==> src/rtl/srx_map.svh <==
// Register offsets, bit positions, pin indices and timing counts of the receiver control block
`ifndef SRX_MAP_SVH
`define SRX_MAP_SVH

// Wishbone byte addresses, one 32-bit word each
`define SRX_REG_CTRL 8'h00
`define SRX_REG_STATUS 8'h04
`define SRX_REG_IRQ_STAT 8'h08
`define SRX_REG_IRQ_MASK 8'h0C
`define SRX_REG_ADDR 8'h10

// Control register bits
`define SRX_CTRL_SWING_OV 0
`define SRX_CTRL_SWING 1
`define SRX_CTRL_LOWB_OV 2
`define SRX_CTRL_LOWB 3
`define SRX_CTRL_MAP_OV 4
`define SRX_CTRL_MAP 5
`define SRX_CTRL_SSC_EN 6
`define SRX_CTRL_RST 8'h40
`define SRX_MASK_RST 4'h0

// Interrupt status and mask bits
`define SRX_IRQ_LOCK_UP 0
`define SRX_IRQ_LOCK_DN 1
`define SRX_IRQ_BIST_ERR 2
`define SRX_IRQ_SSC_OFF 3
`define SRX_IRQ_W 4

// Positions in the synchronised pin vector
`define SRX_PIN_RXCLK 0
`define SRX_PIN_SDA 1
`define SRX_PIN_SCL 2
`define SRX_PIN_STRAP 3
`define SRX_PIN_ERR 4
`define SRX_PIN_PLL 5
`define SRX_PIN_STE 6
`define SRX_PIN_RANGE 7
`define SRX_PIN_MODE 10
`define SRX_PIN_MAP 12
`define SRX_PIN_LOWB 13
`define SRX_PIN_SWING 14
`define SRX_PIN_OSS 15
`define SRX_PIN_OE 16
`define SRX_PIN_PDN 17
`define SRX_PIN_ID 18
`define SRX_PIN_W 22

// Control bus address base; value is arbitrary, the strap code is added to it
`define SRX_ID_BASE 7'h30

// Timing: clock period and frequency limits of the recovered pixel clock
`define SRX_MCLK_PS 5000
`define SRX_SSC_MAX_KHZ 65000
`define SRX_LOWB_MIN_KHZ 10000
`define SRX_SSC_MIN_PER_CYC ((1000000000 / `SRX_SSC_MAX_KHZ) / `SRX_MCLK_PS)
`define SRX_LINK_MAX_PER_CYC ((1000000000 / `SRX_LOWB_MIN_KHZ) / `SRX_MCLK_PS)

`endif

==> src/rtl/srx_pkg.sv <==
// Types of the receiver control block
package srx_pkg;
`include "srx_map.svh"

  typedef enum logic [2:0] {
    I2C_IDLE, I2C_ADDR, I2C_ACKA, I2C_WRITE, I2C_ACKW, I2C_READ, I2C_RACK
  } srx_i2c_t;

  typedef struct packed {
    logic [`SRX_PIN_W-1:0] s1;
    logic [`SRX_PIN_W-1:0] s2;
    logic [`SRX_PIN_W-1:0] s3;
    logic run;
    logic lock;
    logic bist;
    logic err_seen;
    logic eq;
    logic ssc_on;
    logic swing;
    logic lowb;
    logic map;
    logic filt;
    logic par_oe;
    logic par_quiet;
    logic ack;
    logic sda_drv;
    logic have_idx;
    logic rw;
    logic nack;
    logic [1:0] family;
    logic [2:0] range;
    logic [6:0] dev_addr;
    logic [7:0] ctrl;
    logic [`SRX_IRQ_W-1:0] mask;
    logic [`SRX_IRQ_W-1:0] stat;
    logic [5:0] per;
    logic [5:0] per_last;
    srx_i2c_t i2c;
    logic [3:0] cnt;
    logic [7:0] sh;
    logic [7:0] idx;
    logic [7:0] rd;
    logic [31:0] dat;
  } srx_state_t;
endpackage : srx_pkg

==> src/rtl/srx_ctrl.sv <==
// Deserializer control, configuration and status logic with Wishbone and serial control bus
`timescale 1ns/10ps
module srx_ctrl (
  // Clock and reset
  input wire logic mclk,
  input wire logic rst_n,
  // Wishbone slave
  input wire logic wb_cyc_i,
  input wire logic wb_stb_i,
  input wire logic wb_we_i,
  input wire logic [7:0] wb_adr_i,
  input wire logic [3:0] wb_sel_i,
  input wire logic [31:0] wb_dat_i,
  output logic [31:0] wb_dat_o,
  output logic wb_ack_o,
  output logic irq_o,
  // Configuration pins
  input wire logic power_down_n,
  input wire logic parallel_output_enable,
  input wire logic sleep_state_select,
  input wire logic output_swing_select,
  input wire logic low_band_select,
  input wire logic lane_map_select,
  input wire logic [1:0] op_mode,
  input wire logic [2:0] spread_range_select,
  input wire logic self_test_enable,
  input wire logic [3:0] bus_address_select,
  // Link side status
  input wire logic pll_locked,
  input wire logic self_test_error,
  input wire logic parallel_clock_lane,
  // Shared strap and pass pin
  input wire logic pass_pin_i,
  output logic pass_pin_o,
  output logic pass_pin_oe,
  // Serial control bus
  input wire logic scl_i,
  input wire logic sda_i,
  output logic sda_o,
  output logic sda_oe,
  // Status and settings out
  output logic lock_o,
  output logic lock_oe,
  output logic parallel_drive_en,
  output logic parallel_quiet,
  output logic output_swing,
  output logic low_band_mode,
  output logic lane_map,
  output logic spread_clock_gen,
  output logic [2:0] spread_range,
  output logic common_filter_en,
  output logic [1:0] link_family,
  output logic equalizer_high_gain
);
  import srx_pkg::*;

  srx_state_t q;
  srx_state_t d;
  logic [`SRX_PIN_W-1:0] pins;
  logic pdn_s;
  logic pll_s;
  logic ste_s;
  logic err_s;
  logic oe_s;
  logic oss_s;
  logic scl_s;
  logic scl_p;
  logic sda_s;
  logic sda_p;
  logic freq_ok;

  assign pins = {bus_address_select, power_down_n, parallel_output_enable, sleep_state_select,
                 output_swing_select, low_band_select, lane_map_select, op_mode,
                 spread_range_select, self_test_enable, pll_locked, self_test_error,
                 pass_pin_i, scl_i, sda_i, parallel_clock_lane};

  // Only the second and third flops are read by logic
  assign pdn_s = q.s2[`SRX_PIN_PDN];
  assign pll_s = q.s2[`SRX_PIN_PLL];
  assign ste_s = q.s2[`SRX_PIN_STE];
  assign err_s = q.s2[`SRX_PIN_ERR];
  assign oe_s = q.s2[`SRX_PIN_OE];
  assign oss_s = q.s2[`SRX_PIN_OSS];
  assign scl_s = q.s2[`SRX_PIN_SCL];
  assign scl_p = q.s3[`SRX_PIN_SCL];
  assign sda_s = q.s2[`SRX_PIN_SDA];
  assign sda_p = q.s3[`SRX_PIN_SDA];

  // Sampling at 5 ns only resolves the period coarsely; limit is taken at whole cycles
  assign freq_ok = (q.per_last > 6'(`SRX_SSC_MIN_PER_CYC)) &&
                   (q.per_last <= 6'(`SRX_LINK_MAX_PER_CYC));

  function automatic logic [31:0] reg_rd(input logic [7:0] a, input srx_state_t s);
    logic [31:0] r;
    r = 32'h0000_0000;
    case (a)
      `SRX_REG_CTRL: r[7:0] = s.ctrl;
      `SRX_REG_STATUS: r[8:0] = {s.range, s.family, s.bist, s.eq, !s.err_seen, s.lock};
      `SRX_REG_IRQ_STAT: r[`SRX_IRQ_W-1:0] = s.stat;
      `SRX_REG_IRQ_MASK: r[`SRX_IRQ_W-1:0] = s.mask;
      `SRX_REG_ADDR: r[7:0] = {s.ssc_on, s.dev_addr};
      default: r = 32'h0000_0000;
    endcase
    return r;
  endfunction : reg_rd

  function automatic srx_state_t reg_wr(input srx_state_t s, input logic [7:0] a,
                                        input logic [7:0] v);
    srx_state_t r;
    r = s;
    case (a)
      `SRX_REG_CTRL: r.ctrl = v;
      `SRX_REG_IRQ_MASK: r.mask = v[`SRX_IRQ_W-1:0];
      default: r = s;
    endcase
    return r;
  endfunction : reg_wr

  always_comb begin
    logic [31:0] w32;
    logic [`SRX_IRQ_W-1:0] ev;
    logic [`SRX_IRQ_W-1:0] clr;
    logic scl_r;
    logic scl_f;
    logic start;
    logic stop;
    logic [7:0] ridx;
    w32 = 32'h0000_0000;
    ev = '0;
    clr = '0;
    scl_r = scl_s & !scl_p;
    scl_f = !scl_s & scl_p;
    start = scl_s & scl_p & sda_p & !sda_s;
    stop = scl_s & scl_p & !sda_p & sda_s;
    ridx = 8'h00;
    d = q;
    d.s1 = pins;
    d.s2 = q.s1;
    d.s3 = q.s2;

    // Recovered pixel clock period, counted in mclk cycles between rising edges
    if (q.s2[`SRX_PIN_RXCLK] && !q.s3[`SRX_PIN_RXCLK]) begin
      d.per = 6'h01;
      d.per_last = q.per;
    end else if (q.per != 6'h3F) begin
      d.per = q.per + 6'h01;
    end else begin
      d.per_last = 6'h3F;
    end

    // Settings: register override wins for swing, low band and lane map, else the pin
    d.swing = q.ctrl[`SRX_CTRL_SWING_OV] ? q.ctrl[`SRX_CTRL_SWING]
                                         : q.s2[`SRX_PIN_SWING];
    d.lowb = q.ctrl[`SRX_CTRL_LOWB_OV] ? q.ctrl[`SRX_CTRL_LOWB]
                                       : q.s2[`SRX_PIN_LOWB];
    d.map = q.ctrl[`SRX_CTRL_MAP_OV] ? q.ctrl[`SRX_CTRL_MAP]
                                     : q.s2[`SRX_PIN_MAP];
    d.range = q.s2[`SRX_PIN_RANGE +: 3];
    d.family = q.s2[`SRX_PIN_MODE +: 2];
    d.filt = (q.s2[`SRX_PIN_MODE +: 2] == 2'h1);
    d.ssc_on = q.run && q.ctrl[`SRX_CTRL_SSC_EN] && (d.range != 3'h0) && freq_ok;

    // Lock and output state
    d.lock = q.run & pll_s;
    d.par_oe = q.run & oe_s & (pll_s | oss_s);
    d.par_quiet = q.run & oe_s & !pll_s & oss_s;

    // Self-test: error is sticky until self-test is left
    d.bist = q.run & ste_s;
    if (!q.bist) begin
      d.err_seen = 1'b0;
    end else if (err_s) begin
      d.err_seen = 1'b1;
    end

    ev[`SRX_IRQ_LOCK_UP] = !q.lock & d.lock;
    ev[`SRX_IRQ_LOCK_DN] = q.lock & !d.lock;
    ev[`SRX_IRQ_BIST_ERR] = q.bist & err_s & !q.err_seen;
    ev[`SRX_IRQ_SSC_OFF] = q.ssc_on & !d.ssc_on;

    // Serial control bus slave, open-drain data
    if (start) begin
      d.i2c = I2C_ADDR;
      d.cnt = 4'h0;
      d.have_idx = 1'b0;
      d.sda_drv = 1'b0;
    end else if (stop) begin
      d.i2c = I2C_IDLE;
      d.sda_drv = 1'b0;
    end else begin
      case (q.i2c)
        I2C_ADDR, I2C_WRITE: begin
          if (scl_r) begin
            d.sh = {q.sh[6:0], sda_s};
            d.cnt = q.cnt + 4'h1;
          end else if (scl_f && q.cnt == 4'h8) begin
            d.cnt = 4'h0;
            if (q.i2c == I2C_ADDR) begin
              if (q.sh[7:1] == q.dev_addr) begin
                d.rw = q.sh[0];
                d.sda_drv = 1'b1;
                d.i2c = I2C_ACKA;
              end else begin
                d.i2c = I2C_IDLE;
              end
            end else begin
              if (!q.have_idx) begin
                d.idx = q.sh;
                d.have_idx = 1'b1;
              end else begin
                d = reg_wr(d, {q.idx[5:0], 2'b00}, q.sh);
                d.idx = q.idx + 8'h01;
              end
              d.sda_drv = 1'b1;
              d.i2c = I2C_ACKW;
            end
          end
        end
        I2C_ACKA: begin
          if (scl_f) begin
            if (q.rw) begin
              w32 = reg_rd({q.idx[5:0], 2'b00}, q);
              d.rd = w32[7:0];
              d.sda_drv = !w32[7];
              d.i2c = I2C_READ;
            end else begin
              d.sda_drv = 1'b0;
              d.i2c = I2C_WRITE;
            end
          end
        end
        I2C_ACKW: begin
          if (scl_f) begin
            d.sda_drv = 1'b0;
            d.i2c = I2C_WRITE;
          end
        end
        I2C_READ: begin
          if (scl_r) begin
            d.cnt = q.cnt + 4'h1;
          end else if (scl_f) begin
            if (q.cnt == 4'h8) begin
              d.cnt = 4'h0;
              d.sda_drv = 1'b0;
              d.i2c = I2C_RACK;
            end else begin
              d.rd = {q.rd[6:0], 1'b0};
              d.sda_drv = !q.rd[6];
            end
          end
        end
        I2C_RACK: begin
          if (scl_r) begin
            d.nack = sda_s;
          end else if (scl_f) begin
            if (q.nack) begin
              d.i2c = I2C_IDLE;
            end else begin
              ridx = q.idx + 8'h01;
              w32 = reg_rd({ridx[5:0], 2'b00}, q);
              d.idx = ridx;
              d.rd = w32[7:0];
              d.sda_drv = !w32[7];
              d.i2c = I2C_READ;
            end
          end
        end
        default: begin
          d.sda_drv = 1'b0;
          d.i2c = I2C_IDLE;
        end
      endcase
    end

    // Wishbone: one wait state, write lands on the edge that raises ack
    d.ack = wb_cyc_i & wb_stb_i & !q.ack;
    d.dat = 32'h0000_0000;
    if (d.ack) begin
      if (wb_we_i) begin
        if (wb_sel_i[0]) begin
          d = reg_wr(d, {wb_adr_i[7:2], 2'b00}, wb_dat_i[7:0]);
        end
      end else begin
        d.dat = reg_rd({wb_adr_i[7:2], 2'b00}, q);
        if ({wb_adr_i[7:2], 2'b00} == `SRX_REG_IRQ_STAT) begin
          clr = '1;
        end
      end
    end
    // New events survive a clearing read
    d.stat = (q.stat & ~clr) | ev;

    // Power-down clears run, drive enables, self-test, registers and serial bus; strap and address caught on release
    if (!pdn_s) begin
      d.run = 1'b0;
      // Drivers float in the first power-down cycle, not one later
      d.par_oe = 1'b0;
      d.par_quiet = 1'b0;
      d.bist = 1'b0;
      d.ctrl = `SRX_CTRL_RST;
      d.mask = `SRX_MASK_RST;
      d.stat = '0;
      d.err_seen = 1'b0;
      d.i2c = I2C_IDLE;
      d.sda_drv = 1'b0;
      d.have_idx = 1'b0;
    end else begin
      d.run = 1'b1;
      if (!q.run) begin
        d.eq = q.s2[`SRX_PIN_STRAP];
        d.dev_addr = `SRX_ID_BASE + {3'b000, q.s2[`SRX_PIN_ID +: 4]};
      end
    end
  end

  always_ff @(posedge mclk) begin
    if (!rst_n) begin
      q <= '0;
      q.ctrl <= `SRX_CTRL_RST;
    end else begin
      q <= d;
    end
  end

  assign wb_dat_o = q.dat;
  assign wb_ack_o = q.ack;
  assign irq_o = |(q.stat & q.mask);
  assign lock_o = q.lock;
  assign lock_oe = q.run;
  assign parallel_drive_en = q.par_oe;
  assign parallel_quiet = q.par_quiet;
  assign output_swing = q.swing;
  assign low_band_mode = q.lowb;
  assign lane_map = q.map;
  assign spread_clock_gen = q.ssc_on;
  assign spread_range = q.range;
  assign common_filter_en = q.filt;
  assign link_family = q.family;
  assign equalizer_high_gain = q.eq;
  assign pass_pin_o = !q.err_seen;
  assign pass_pin_oe = q.bist;
  assign sda_o = 1'b0;
  assign sda_oe = q.sda_drv;
endmodule : srx_ctrl

==> config.mk <==
export PLATFORM = sky130hd
export DESIGN_NAME = srx_ctrl
export DESIGN_NICKNAME = d
export VERILOG_FILES = /design/src/rtl/srx_pkg.sv /design/src/rtl/srx_ctrl.sv
export VERILOG_INCLUDE_DIRS = /design/src /design/src/rtl
export SDC_FILE = /design/constraint.sdc
export NUM_CORES = 1
export LEC_CHECK = 0
export ABC_CLOCK_PERIOD_IN_PS = 3800
export BUFFER_PORTS_ARGS = -buffer_cell sky130_fd_sc_hd__buf_2
export CAP_MARGIN = 0
export CORE_AREA = 2 2 95 143
export CTS_CLUSTER_DIAMETER = 60
export DETAILED_ROUTE_END_ITERATION = 10
export DIE_AREA = 0 0 97 145
export PLACE_DENSITY = 0.79
export REMOVE_ABC_BUFFERS = 1
export SETUP_SLACK_MARGIN = 0.4
export SLEW_MARGIN = 20
export SYNTH_ARGS = -nofsm -noshare
export SYNTH_HDL_FRONTEND = slang
export SYNTH_SLANG_ARGS = --single-unit
==> constraint.sdc <==
create_clock -name mclk -period 3.8 [get_ports mclk]
set_clock_uncertainty 0.15 [all_clocks]
set_input_delay 0.76 -clock mclk [delete_from_list [all_inputs] [get_ports mclk]]
set_output_delay 0.76 -clock mclk [all_outputs]
set_load 0.1 [all_outputs]
# After elaboration in Yosys (flattened, before gate mapping)
# Cells that the tools add are included.
# W data, S select, Z words.
[classes]
n_addsub = 4
n_reduce_logical = 29
order_cmp = 2
n_bitwise = 25
eq_ne = 22
mux = 134
[op_table]
columns = ["operator", "count"]
rows = [
  ["$mux W186", 5],
  ["$mux W79", 11],
  ["$mux W95", 7],
  ["$mux W57", 7],
  ["$mux W91", 2],
  ["$mux W126", 1],
  ["$mux W60", 2],
  ["$mux W40", 2],
  ["$mux W80", 1],
  ["$mux W8", 9],
  ["$mux W4", 17],
  ["$mux W32", 2],
  ["$pmux W4 S5", 3],
  ["$mux W59", 1],
  ["$mux W56", 1],
  ["$mux W16", 3],
  ["$mux W48", 1],
  ["$mux W43", 1],
  ["$mux W42", 1],
  ["$mux W41", 1],
  ["$eq A6 B2 Y1 const B", 6],
  ["$pmux W4 S3", 3],
  ["$mux W7", 5],
  ["$pmux W8 S4", 1],
  ["other kinds (38)", 123],
]
[totals]
input_bits = 71
ff_bits = 167
out_inout_bits = 53
wordCells = 251

# Depth between registers and ports, before layout
# Gate-level depths: netlist (run 1).
[logic_depth]
ltp_word = 31
ltp_mapped = 11

# Least setup slack after synthesis (run 1)
# Ideal clock, no wire load.
[synth_timing]
path_type = "reg-to-reg"
start = "register q[40] in the netlist's numbering"
end = "register q[89] in the netlist's numbering"
synth_period_minus_slack_ns = 2.490
setup_slack_ns = 1.310
t_arrival_ns = 2.222
stages_incl_launch_ff = 11
path_buffers = 2
cell_sequence = "dfxtp_1 -> clkbuf_1 -> inv_1 -> ha_1 -> buf_2 -> or4b_4 -> nor2_4 -> nand4_4 -> mux2_4 -> mux2i_1 -> nand2_1"
[synth_between]
elab_chain_cells = 23
[synth_lines]
columns = ["item", "line_no", "text"]
rows = [
  ["from (decl)", "srx_ctrl.sv:57", "srx_state_t q;"],
  ["$logic_not A6 Y1 *", "srx_ctrl.sv:111", "case (a)"],
  ["$mux W8 *", "srx_ctrl.sv:111", ""],
  ["$mux W57 *", "srx_ctrl.sv:207", "if (!q.have_idx) begin"],
  ["$mux W57 *", "srx_ctrl.sv:198", "if (q.i2c == I2C_ADDR) begin"],
  ["$mux W57 *", "srx_ctrl.sv:196", "end else if (scl_f && q.cnt == 4'h8) begin"],
  ["$mux W57 *", "srx_ctrl.sv:193", "if (scl_r) begin"],
  ["$mux W57 *", "srx_ctrl.sv:191", "case (q.i2c)"],
  ["$mux W57 *", "srx_ctrl.sv:187", "end else if (stop) begin"],
  ["(+7 left out)", "--", ""],
  ["$mux W126 *", "srx_ctrl.sv:193", ""],
  ["$mux W40 *", "srx_ctrl.sv:191", ""],
  ["$mux W43 *", "srx_ctrl.sv:187", ""],
  ["$mux W42 *", "srx_ctrl.sv:182", "if (start) begin"],
  ["$mux W8", "srx_ctrl.sv:111", ""],
  ["$mux W91", "srx_ctrl.sv:280", "if (wb_sel_i[0]) begin"],
  ["$mux W59", "srx_ctrl.sv:279", "if (wb_we_i) begin"],
  ["$mux W91 *", "srx_ctrl.sv:278", "if (d.ack) begin"],
]
# Mark *: on every way between the ends. The rest lies on a longest branch, timed or not. The select of a mux whose other input is x is not followed.
# A chain may end at the register's enable or synchronous reset.

# Worst setup path after layout (run 1)
# Same ends and word-level chain as after synthesis.

==> impl_results.md, run 1 <==
* Critical path arrival at 3.17 ns
* Pre-antenna DRT Iters at 6
* Most common cell after layout, fill and taps aside: dfxtp_1
* FFs w/ async S/R, synth at 0
* Initial Utilization at 0.5186
* Synth Register Bits at 139
* Max Fanout on Critical Path at 18
* GRT overflow at 0
* Post-DR vias/cell at 5.879
* Placed inst area at 6850 µm²
* Initial antenna violation count at 0
* Final ANT Viol Nets at 0
* Share of layout cells above drive strength 1 at 0.1499
* Placed insts at 935
* Finished Cell Area at 7448 µm²
* Vias in the first global route at 5260
* Yosys Warn Count at 0
* CP max stage delay at 0.59 ns
* Clock Tree Root: clkbuf_16
* Pleak at 3.049 nW
* Antenna Diode Count at 0
* Area contributors post-synth: dfxtp_1 (42%), and2_1 (5.3%), mux2i_1 (5.1%)
* Slowest-stage cell, CP: or4b_4
* CORE AREA at 12830 µm²
* Largest net degree at the start of global routing at 45
* Rows at 51
* Most frequent cells in the layout: dfxtp_1 (139), nor2_1 (87), buf_2 (70)
* Finished Layout Cells at 966
* DR vias at 5679
* Number of synthesized flops with an enable pin at 0
* Worst setup SP type: flop
* Distinct cell type count after synthesis at 67
* Die W at 97 µm
* Area growth syn-to-layout at 11.98%
* Die Area at 14070 µm²
* H-tree Lvls at 4
* Die height at 145 µm
* Slew Limit Fails at 0
* Dpl hpwl at 11.70 mm
* Worst hold slack at 0.2529 ns
* Final net count at 877
* Area of the multi-input gates at 3428 µm²
* Status: finished, final reports clean
* Setup TNS at 0 ns
* CTS tree: built
* Synthesized area at 6651 µm²
* Least-Margin Pin Slew at 0.9071 ns
* Worst Setup Path Type: reg2reg
* Sink Count at 139
* Final Cycle Share at 0.7963
* Post-cts resize count at 0
* Min cycle time layout at 3.026 ns
* TritonCTS buffer count at 17
* Pwr dens at 459.1 nW/µm²
* Max cap viols at 0
* CTS Hold Buffers Added at 0
* Achievable frequency at 330.5 MHz
* Port bufs at 70
* Register area at 2783 µm²
* Residual DRC at 0
* Tot GR Track Use at 0.2314
* Drt total wl at 16.42 mm
* RSZ-0062 raised after global routing: no
* Synth top area share at 0.4184
* Peak supply drop at 0.0003283 V
* Layout filler cell count at 1139
* Global-route wire length before repair at 26.24 mm
* Clock buffer depth at 2
* Top FF cell, synth: dfxtp_1
* Cell taking the most area after synthesis: dfxtp_1
* Critical path buffers and inverters at 1
* Worst Path Required at 3.95 ns
* Num ports at 124
* Drt wl/cell at 17.00 µm
* Worst Slack Setup Final at 0.7742 ns
* Post-synthesis sequential area ratio at 0.4184
* Hold Vio Cnt, Final at 0
* Clk Latency, worst-skew pair at 0.42 ns
* Pre-CTS setup slack at 0.8413 ns
* Setup crit end kind: flop
* Synth Instances at 759
* CP cell instances: inv_1, ha_1, or4b_4, nor2_4, nand4_4, mux2_4, mux2i_1, nand2_1
* Crit path max-delay family: simple AND/OR/NAND/NOR gates
* Syn Area/Cell at 8.763 µm²
* 1st-iter DRT viols at 577
* # setup viols final at 0
* CTS clock-pin slew for the worst setup and hold paths at 0.06 ns
* Worst rel slew slack at 0.3953
* Post-CTS setup buffers at 0
* Worst min path class: reg2reg
* Final Wtd Congestion at 0.9280
[cell families after synthesis]
kind of cell             count (synthesis)  share of synthesized area
XOR/XNOR                                 9                    0.01185
adder cells (fa/ha/maj)                 11                    0.02069
multiplexers                            40                    0.06189
flip-flops                             139                     0.4184
AND/OR/NAND/NOR                        277                     0.2165
buffers and inverters                   96                    0.07919
AO/OA/AOI/OAI                          186                     0.1909
other                                    1                  0.0005638
[path summary, 6_finish.rpt]
path | from | end | slack [ns] | cells past startpoint
max | q[40] | q[89] | 0.77 | 8
min reg2reg | q[153] | common_filter_en | 0.25 | 1
max reg2reg | q[40] | q[89] | 0.77 | 8
min | q[153] | common_filter_en | 0.25 | 1
[state kept, by name (all words and copies together) (netlist names)]
register and flops:
lock_o 1, lock_oe 1, q 107, wb_dat_o 9, lane_map 1, parallel_quiet 1
wb_ack_o 1, low_band_mode 1, link_family 2, pll_s 1, sda_oe 1, oe_s 1
output_swing 1, equalizer_high_gain 1, pass_pin_oe 1, oss_s 1, pdn_s 1, parallel_drive_en 1
spread_range 3, spread_clock_gen 1, common_filter_en 1, err_s 1
[power by group]
| part | internal (mW) | switching [mW] | leakage, nW |
|---|---|---|---|
| clock | 1.04 | 0.644 | 0.296 |
| sequential | 1.49 | 0.0200 | 1.13 |
| combinational | 0.0466 | 0.182 | 1.62 |
[worst register-to-register path, stage by stage, from the launching register on]
cell and delay, ns:
dfxtp_1 0.46, inv_1 0.16, ha_1 0.57, or4b_4 0.59, nor2_4 0.14, nand4_4 0.26
mux2_4 0.38, mux2i_1 0.13, nand2_1 0.07
[cell usage after synthesis (all sizes together), types with 11 or more instances]
cell type and number:
a21oi 42, and2 56, buf 52, mux2i 34
o21ai 33, clkbuf 28, nand3b 11, a211oi 14
nand2 47, ha 11, inv 16, and3 12
nand3 14, nor2 89, a22oi 23, dfxtp 139
[routing by layer]
layer,up-vias,wire length (µm),track usage,share of wire
li1,2727,-,-,-
met1,2646,6132,0.2479,0.37
met2,243,8325,0.3990,0.51
met3,63,887,0.04913,0.054
met4,0,1077,0.1648,0.066
met5,-,0,0,0
[cell type report]
class                   instances  share of cell area
clock buffers                  18             0.05762
clock inverters                13             0.02268
inverters                      16            0.008063
multi-input cells             547              0.4603
flip-flops and latches        139              0.3736
well taps                     159             0.02671
repair buffers                 74             0.05107
[metrics by stage]
| step | total power, mW | utilization |
|---|---|---|
| 2_1_floorplan | 1.715 | - |
| 3_3_place_gp | 1.767 | 0.5341 |
| 3_5_place_dp | 1.770 | 0.5341 |
| 4_1_cts | 3.433 | 0.5807 |
| 5_1_grt | 3.522 | 0.5807 |
| 6_report | 3.419 | 0.5807 |
Note: power is estimated with default switching activity, not from simulation.
==> inputs of run 2 (changes only) <==
--- a/config.mk
+++ b/config.mk
@@ -6,14 +6,14 @@
 export SDC_FILE = /design/constraint.sdc
 export NUM_CORES = 1
 export LEC_CHECK = 0
-export ABC_CLOCK_PERIOD_IN_PS = 3800
+export ABC_CLOCK_PERIOD_IN_PS = 2770
 export BUFFER_PORTS_ARGS = -buffer_cell sky130_fd_sc_hd__buf_2
 export CAP_MARGIN = 0
-export CORE_AREA = 2 2 95 143
+export CORE_AREA = 2 2 98 147
 export CTS_CLUSTER_DIAMETER = 60
 export DETAILED_ROUTE_END_ITERATION = 10
-export DIE_AREA = 0 0 97 145
-export PLACE_DENSITY = 0.79
+export DIE_AREA = 0 0 100 149
+export PLACE_DENSITY = 0.78
 export REMOVE_ABC_BUFFERS = 1
 export SETUP_SLACK_MARGIN = 0.4
 export SLEW_MARGIN = 20
==> constraint.sdc (replaced) <==
create_clock -name mclk -period 2.77 [get_ports mclk]
set_clock_uncertainty 0.15 [all_clocks]
set_input_delay 0.554 -clock mclk [delete_from_list [all_inputs] [get_ports mclk]]
set_output_delay 0.554 -clock mclk [all_outputs]
set_load 0.1 [all_outputs]
==> run 2 against run 1 <==
  * Die area grew 5.9%
  * Flip-flop and latch count is the same
  * Utilization shrank 1.7 points
  * Combinational power grew 40%
  * Critical path depth grew 1
  * Sequential share of layout area shrank 1.5 points
  * First-iteration DRC count shrank 22%
  * Critical path type unchanged
  * Clock-buffer cell count grew 4
==> impl_results.md, run 2 (synthesized netlist as in run 1, its figures left out) <==
* Status: finished, final reports clean
* Final net count at 904 (+3.1%)
* Hold Vio Cnt, Final at 0 (unchanged)
* CORE AREA at 13790 µm² (+7.5%)
* Share of layout cells above drive strength 1 at 0.1940 (+0.04407)
* Clock buffer depth at 2 (unchanged)
* Worst setup SP type: flop
* # setup viols final at 0 (unchanged)
* Clock Tree Root: clkbuf_16
* Finished Cell Area at 7780 µm² (+4.5%)
* Residual DRC at 0 (unchanged)
* CP cell instances: buf_6, inv_2, ha_2, or4b_4, nor2_4, nand4_4, mux2_4, mux2i_1, nand2_1
* End-of-flow core utilization at 0.5640 (-0.01668)
* Register area at 2789 µm² (+0.22%)
* Post-DR vias/cell at 5.841 (-0.64%)
* RSZ-0062 raised after global routing: yes
* Global-route wire length before repair at 27.51 mm (+4.8%)
* TritonCTS buffer count at 17 (unchanged)
* Setup crit end kind: flop
* Worst rel slew slack at 0.5458 (+0.1505)
* Initial Utilization at 0.4822 (-0.03636)
* Worst Setup Path Type: reg2reg
* Pwr dens at 614.5 nW/µm² (+34%)
* Most frequent cells in the layout: dfxtp_1 (136), nor2_1 (86), buf_2 (70)
* Critical path arrival at 2.46 ns (-0.71 ns)
* Die height at 149 µm (+2.8%)
* Pleak at 3.203 nW (+5.0%)
* CTS Hold Buffers Added at 0 (unchanged)
* Tot Pwr at 4.781 mW (+40%)
* Slowest-stage cell, CP: or4b_4
* Rows at 53 (+3.9%)
* 1st-iter DRT viols at 448 (-22%)
* Vias in the first global route at 5712 (+8.6%)
* CP max stage delay at 0.51 ns (-0.08 ns)
* Largest register by flop count: q
* Dpl hpwl at 12.23 mm (+4.6%)
* Max cap viols at 0 (unchanged)
* Min cycle time layout at 2.318 ns (-0.7079 ns)
* Layout filler cell count at 1187 (+4.2%)
* Die W at 100 µm (+3.1%)
* Tot GR Track Use at 0.2351 (+0.003703)
* H-tree Lvls at 4 (unchanged)
* Drt wl/cell at 17.47 µm (+2.8%)
* Largest register FFs at 107 (unchanged)
* Die Area at 14900 µm² (+5.9%)
* Area growth syn-to-layout at 16.97%
* Setup TNS at 0 ns (unchanged)
* DR vias at 5841 (+2.9%)
* Drt total wl at 17.47 mm (+6.4%)
* Final Wtd Congestion at 0.9583 (+3.3%)
* Max Fanout on Critical Path at 8 (-10)
* Final ANT Viol Nets at 0 (unchanged)
* Port bufs at 70 (unchanged)
* Least-Margin Pin Slew at 0.6796 ns (-0.2275 ns)
* Antenna Diode Count at 0 (unchanged)
* Largest net degree at the start of global routing at 34 (-24%)
* Worst min path class: in2reg
* Placed inst area at 7036 µm² (+2.7%)
* Slew Limit Fails at 0 (unchanged)
* Pre-antenna DRT Iters at 6 (unchanged)
* Achievable frequency at 431.4 MHz (+31%)
* Worst hold slack at 0.1888 ns (-0.06413 ns)
* CTS clock-pin slew for the worst setup and hold paths at 0.06 ns (about the same)
* GRT overflow at 0 (unchanged)
* Area of the multi-input gates at 3485 µm² (+1.6%)
* Clk Latency, worst-skew pair at 0.41 ns (about the same)
* Final Cycle Share at 0.8368 (+0.04052)
* Worst Path Required at 2.91 ns (-1.04 ns)
* Most common cell after layout, fill and taps aside: dfxtp_1
* Initial antenna violation count at 0 (unchanged)
* Num ports at 124 (unchanged)
* CTS tree: built
* Sink Count at 139 (unchanged)
* Peak supply drop at 0.0006299 V (+92%)
==> run 2: per-stage QoR <==
| step | std cells | worst slack (ns) |
|---|---|---|
| 2_1_floorplan | 702 | 0.2183 |
| 3_3_place_gp | 963 | 0.4014 |
| 3_5_place_dp | 963 | 0.3606 |
| 4_1_cts | 997 | 0.4070 |
| 5_1_grt | 1000 | 0.3616 |
| 6_report | 1000 | 0.4521 |
==> run 2: where the power goes <==
part	internal [mW]	switching [mW]
sequential	2.04	0.0278
clock	1.56	0.834
combinational	0.0669	0.253
==> run 2: cell type report <==
| cell class | instances | share of cell area |
|---|---|---|
| Tap cell | 165 | 0.02654 |
| Multi-Input combinational cell | 547 | 0.4479 |
| Timing Repair Buffer | 101 | 0.07848 |
| Inverter | 16 | 0.007720 |
| Sequential cell | 139 | 0.3585 |
| Clock buffer | 22 | 0.05967 |
| Clock inverter | 10 | 0.02123 |
==> run 2: path summary, 6_finish.rpt <==
| path | from | end | slack [ns] | depth (start not counted) |
|---|---|---|---|---|
| setup / recovery | q[41] | q[89] | 0.45 | 9 |
| hold / removal | scl_i | q[166] | 0.19 | 2 |
| setup reg to reg | q[41] | q[89] | 0.45 | 9 |
| hold reg to reg | q[153] | common_filter_en | 0.26 | 1 |
==> run 2: repair_timing <==
| action | in CTS | in global routing |
|---|---|---|
| buffers inserted | 2 | 3 |
| setup endpoints to repair | 11 | 22 |
| pin swaps | 2 | 4 |
| resized for setup | 4 | 22 |
==> run 2: critical path: cells and delay by family (launching register included) <==
kind | cells | cell delay [ns]
buffers and inverters | 2 | 0.19
and+or+nand+nor | 4 | 0.87
muxes | 2 | 0.47
adders and majority gates | 1 | 0.16
DFF | 1 | 0.36
==> run 2: metal layers <==
metal	vias to the layer above	track usage	routed length (µm)
met5	-	0	0
met2	250	0.4318	9177
met1	2732	0.2320	6224
li1	2775	-	-
met4	0	0.1678	1196
met3	84	0.04499	874
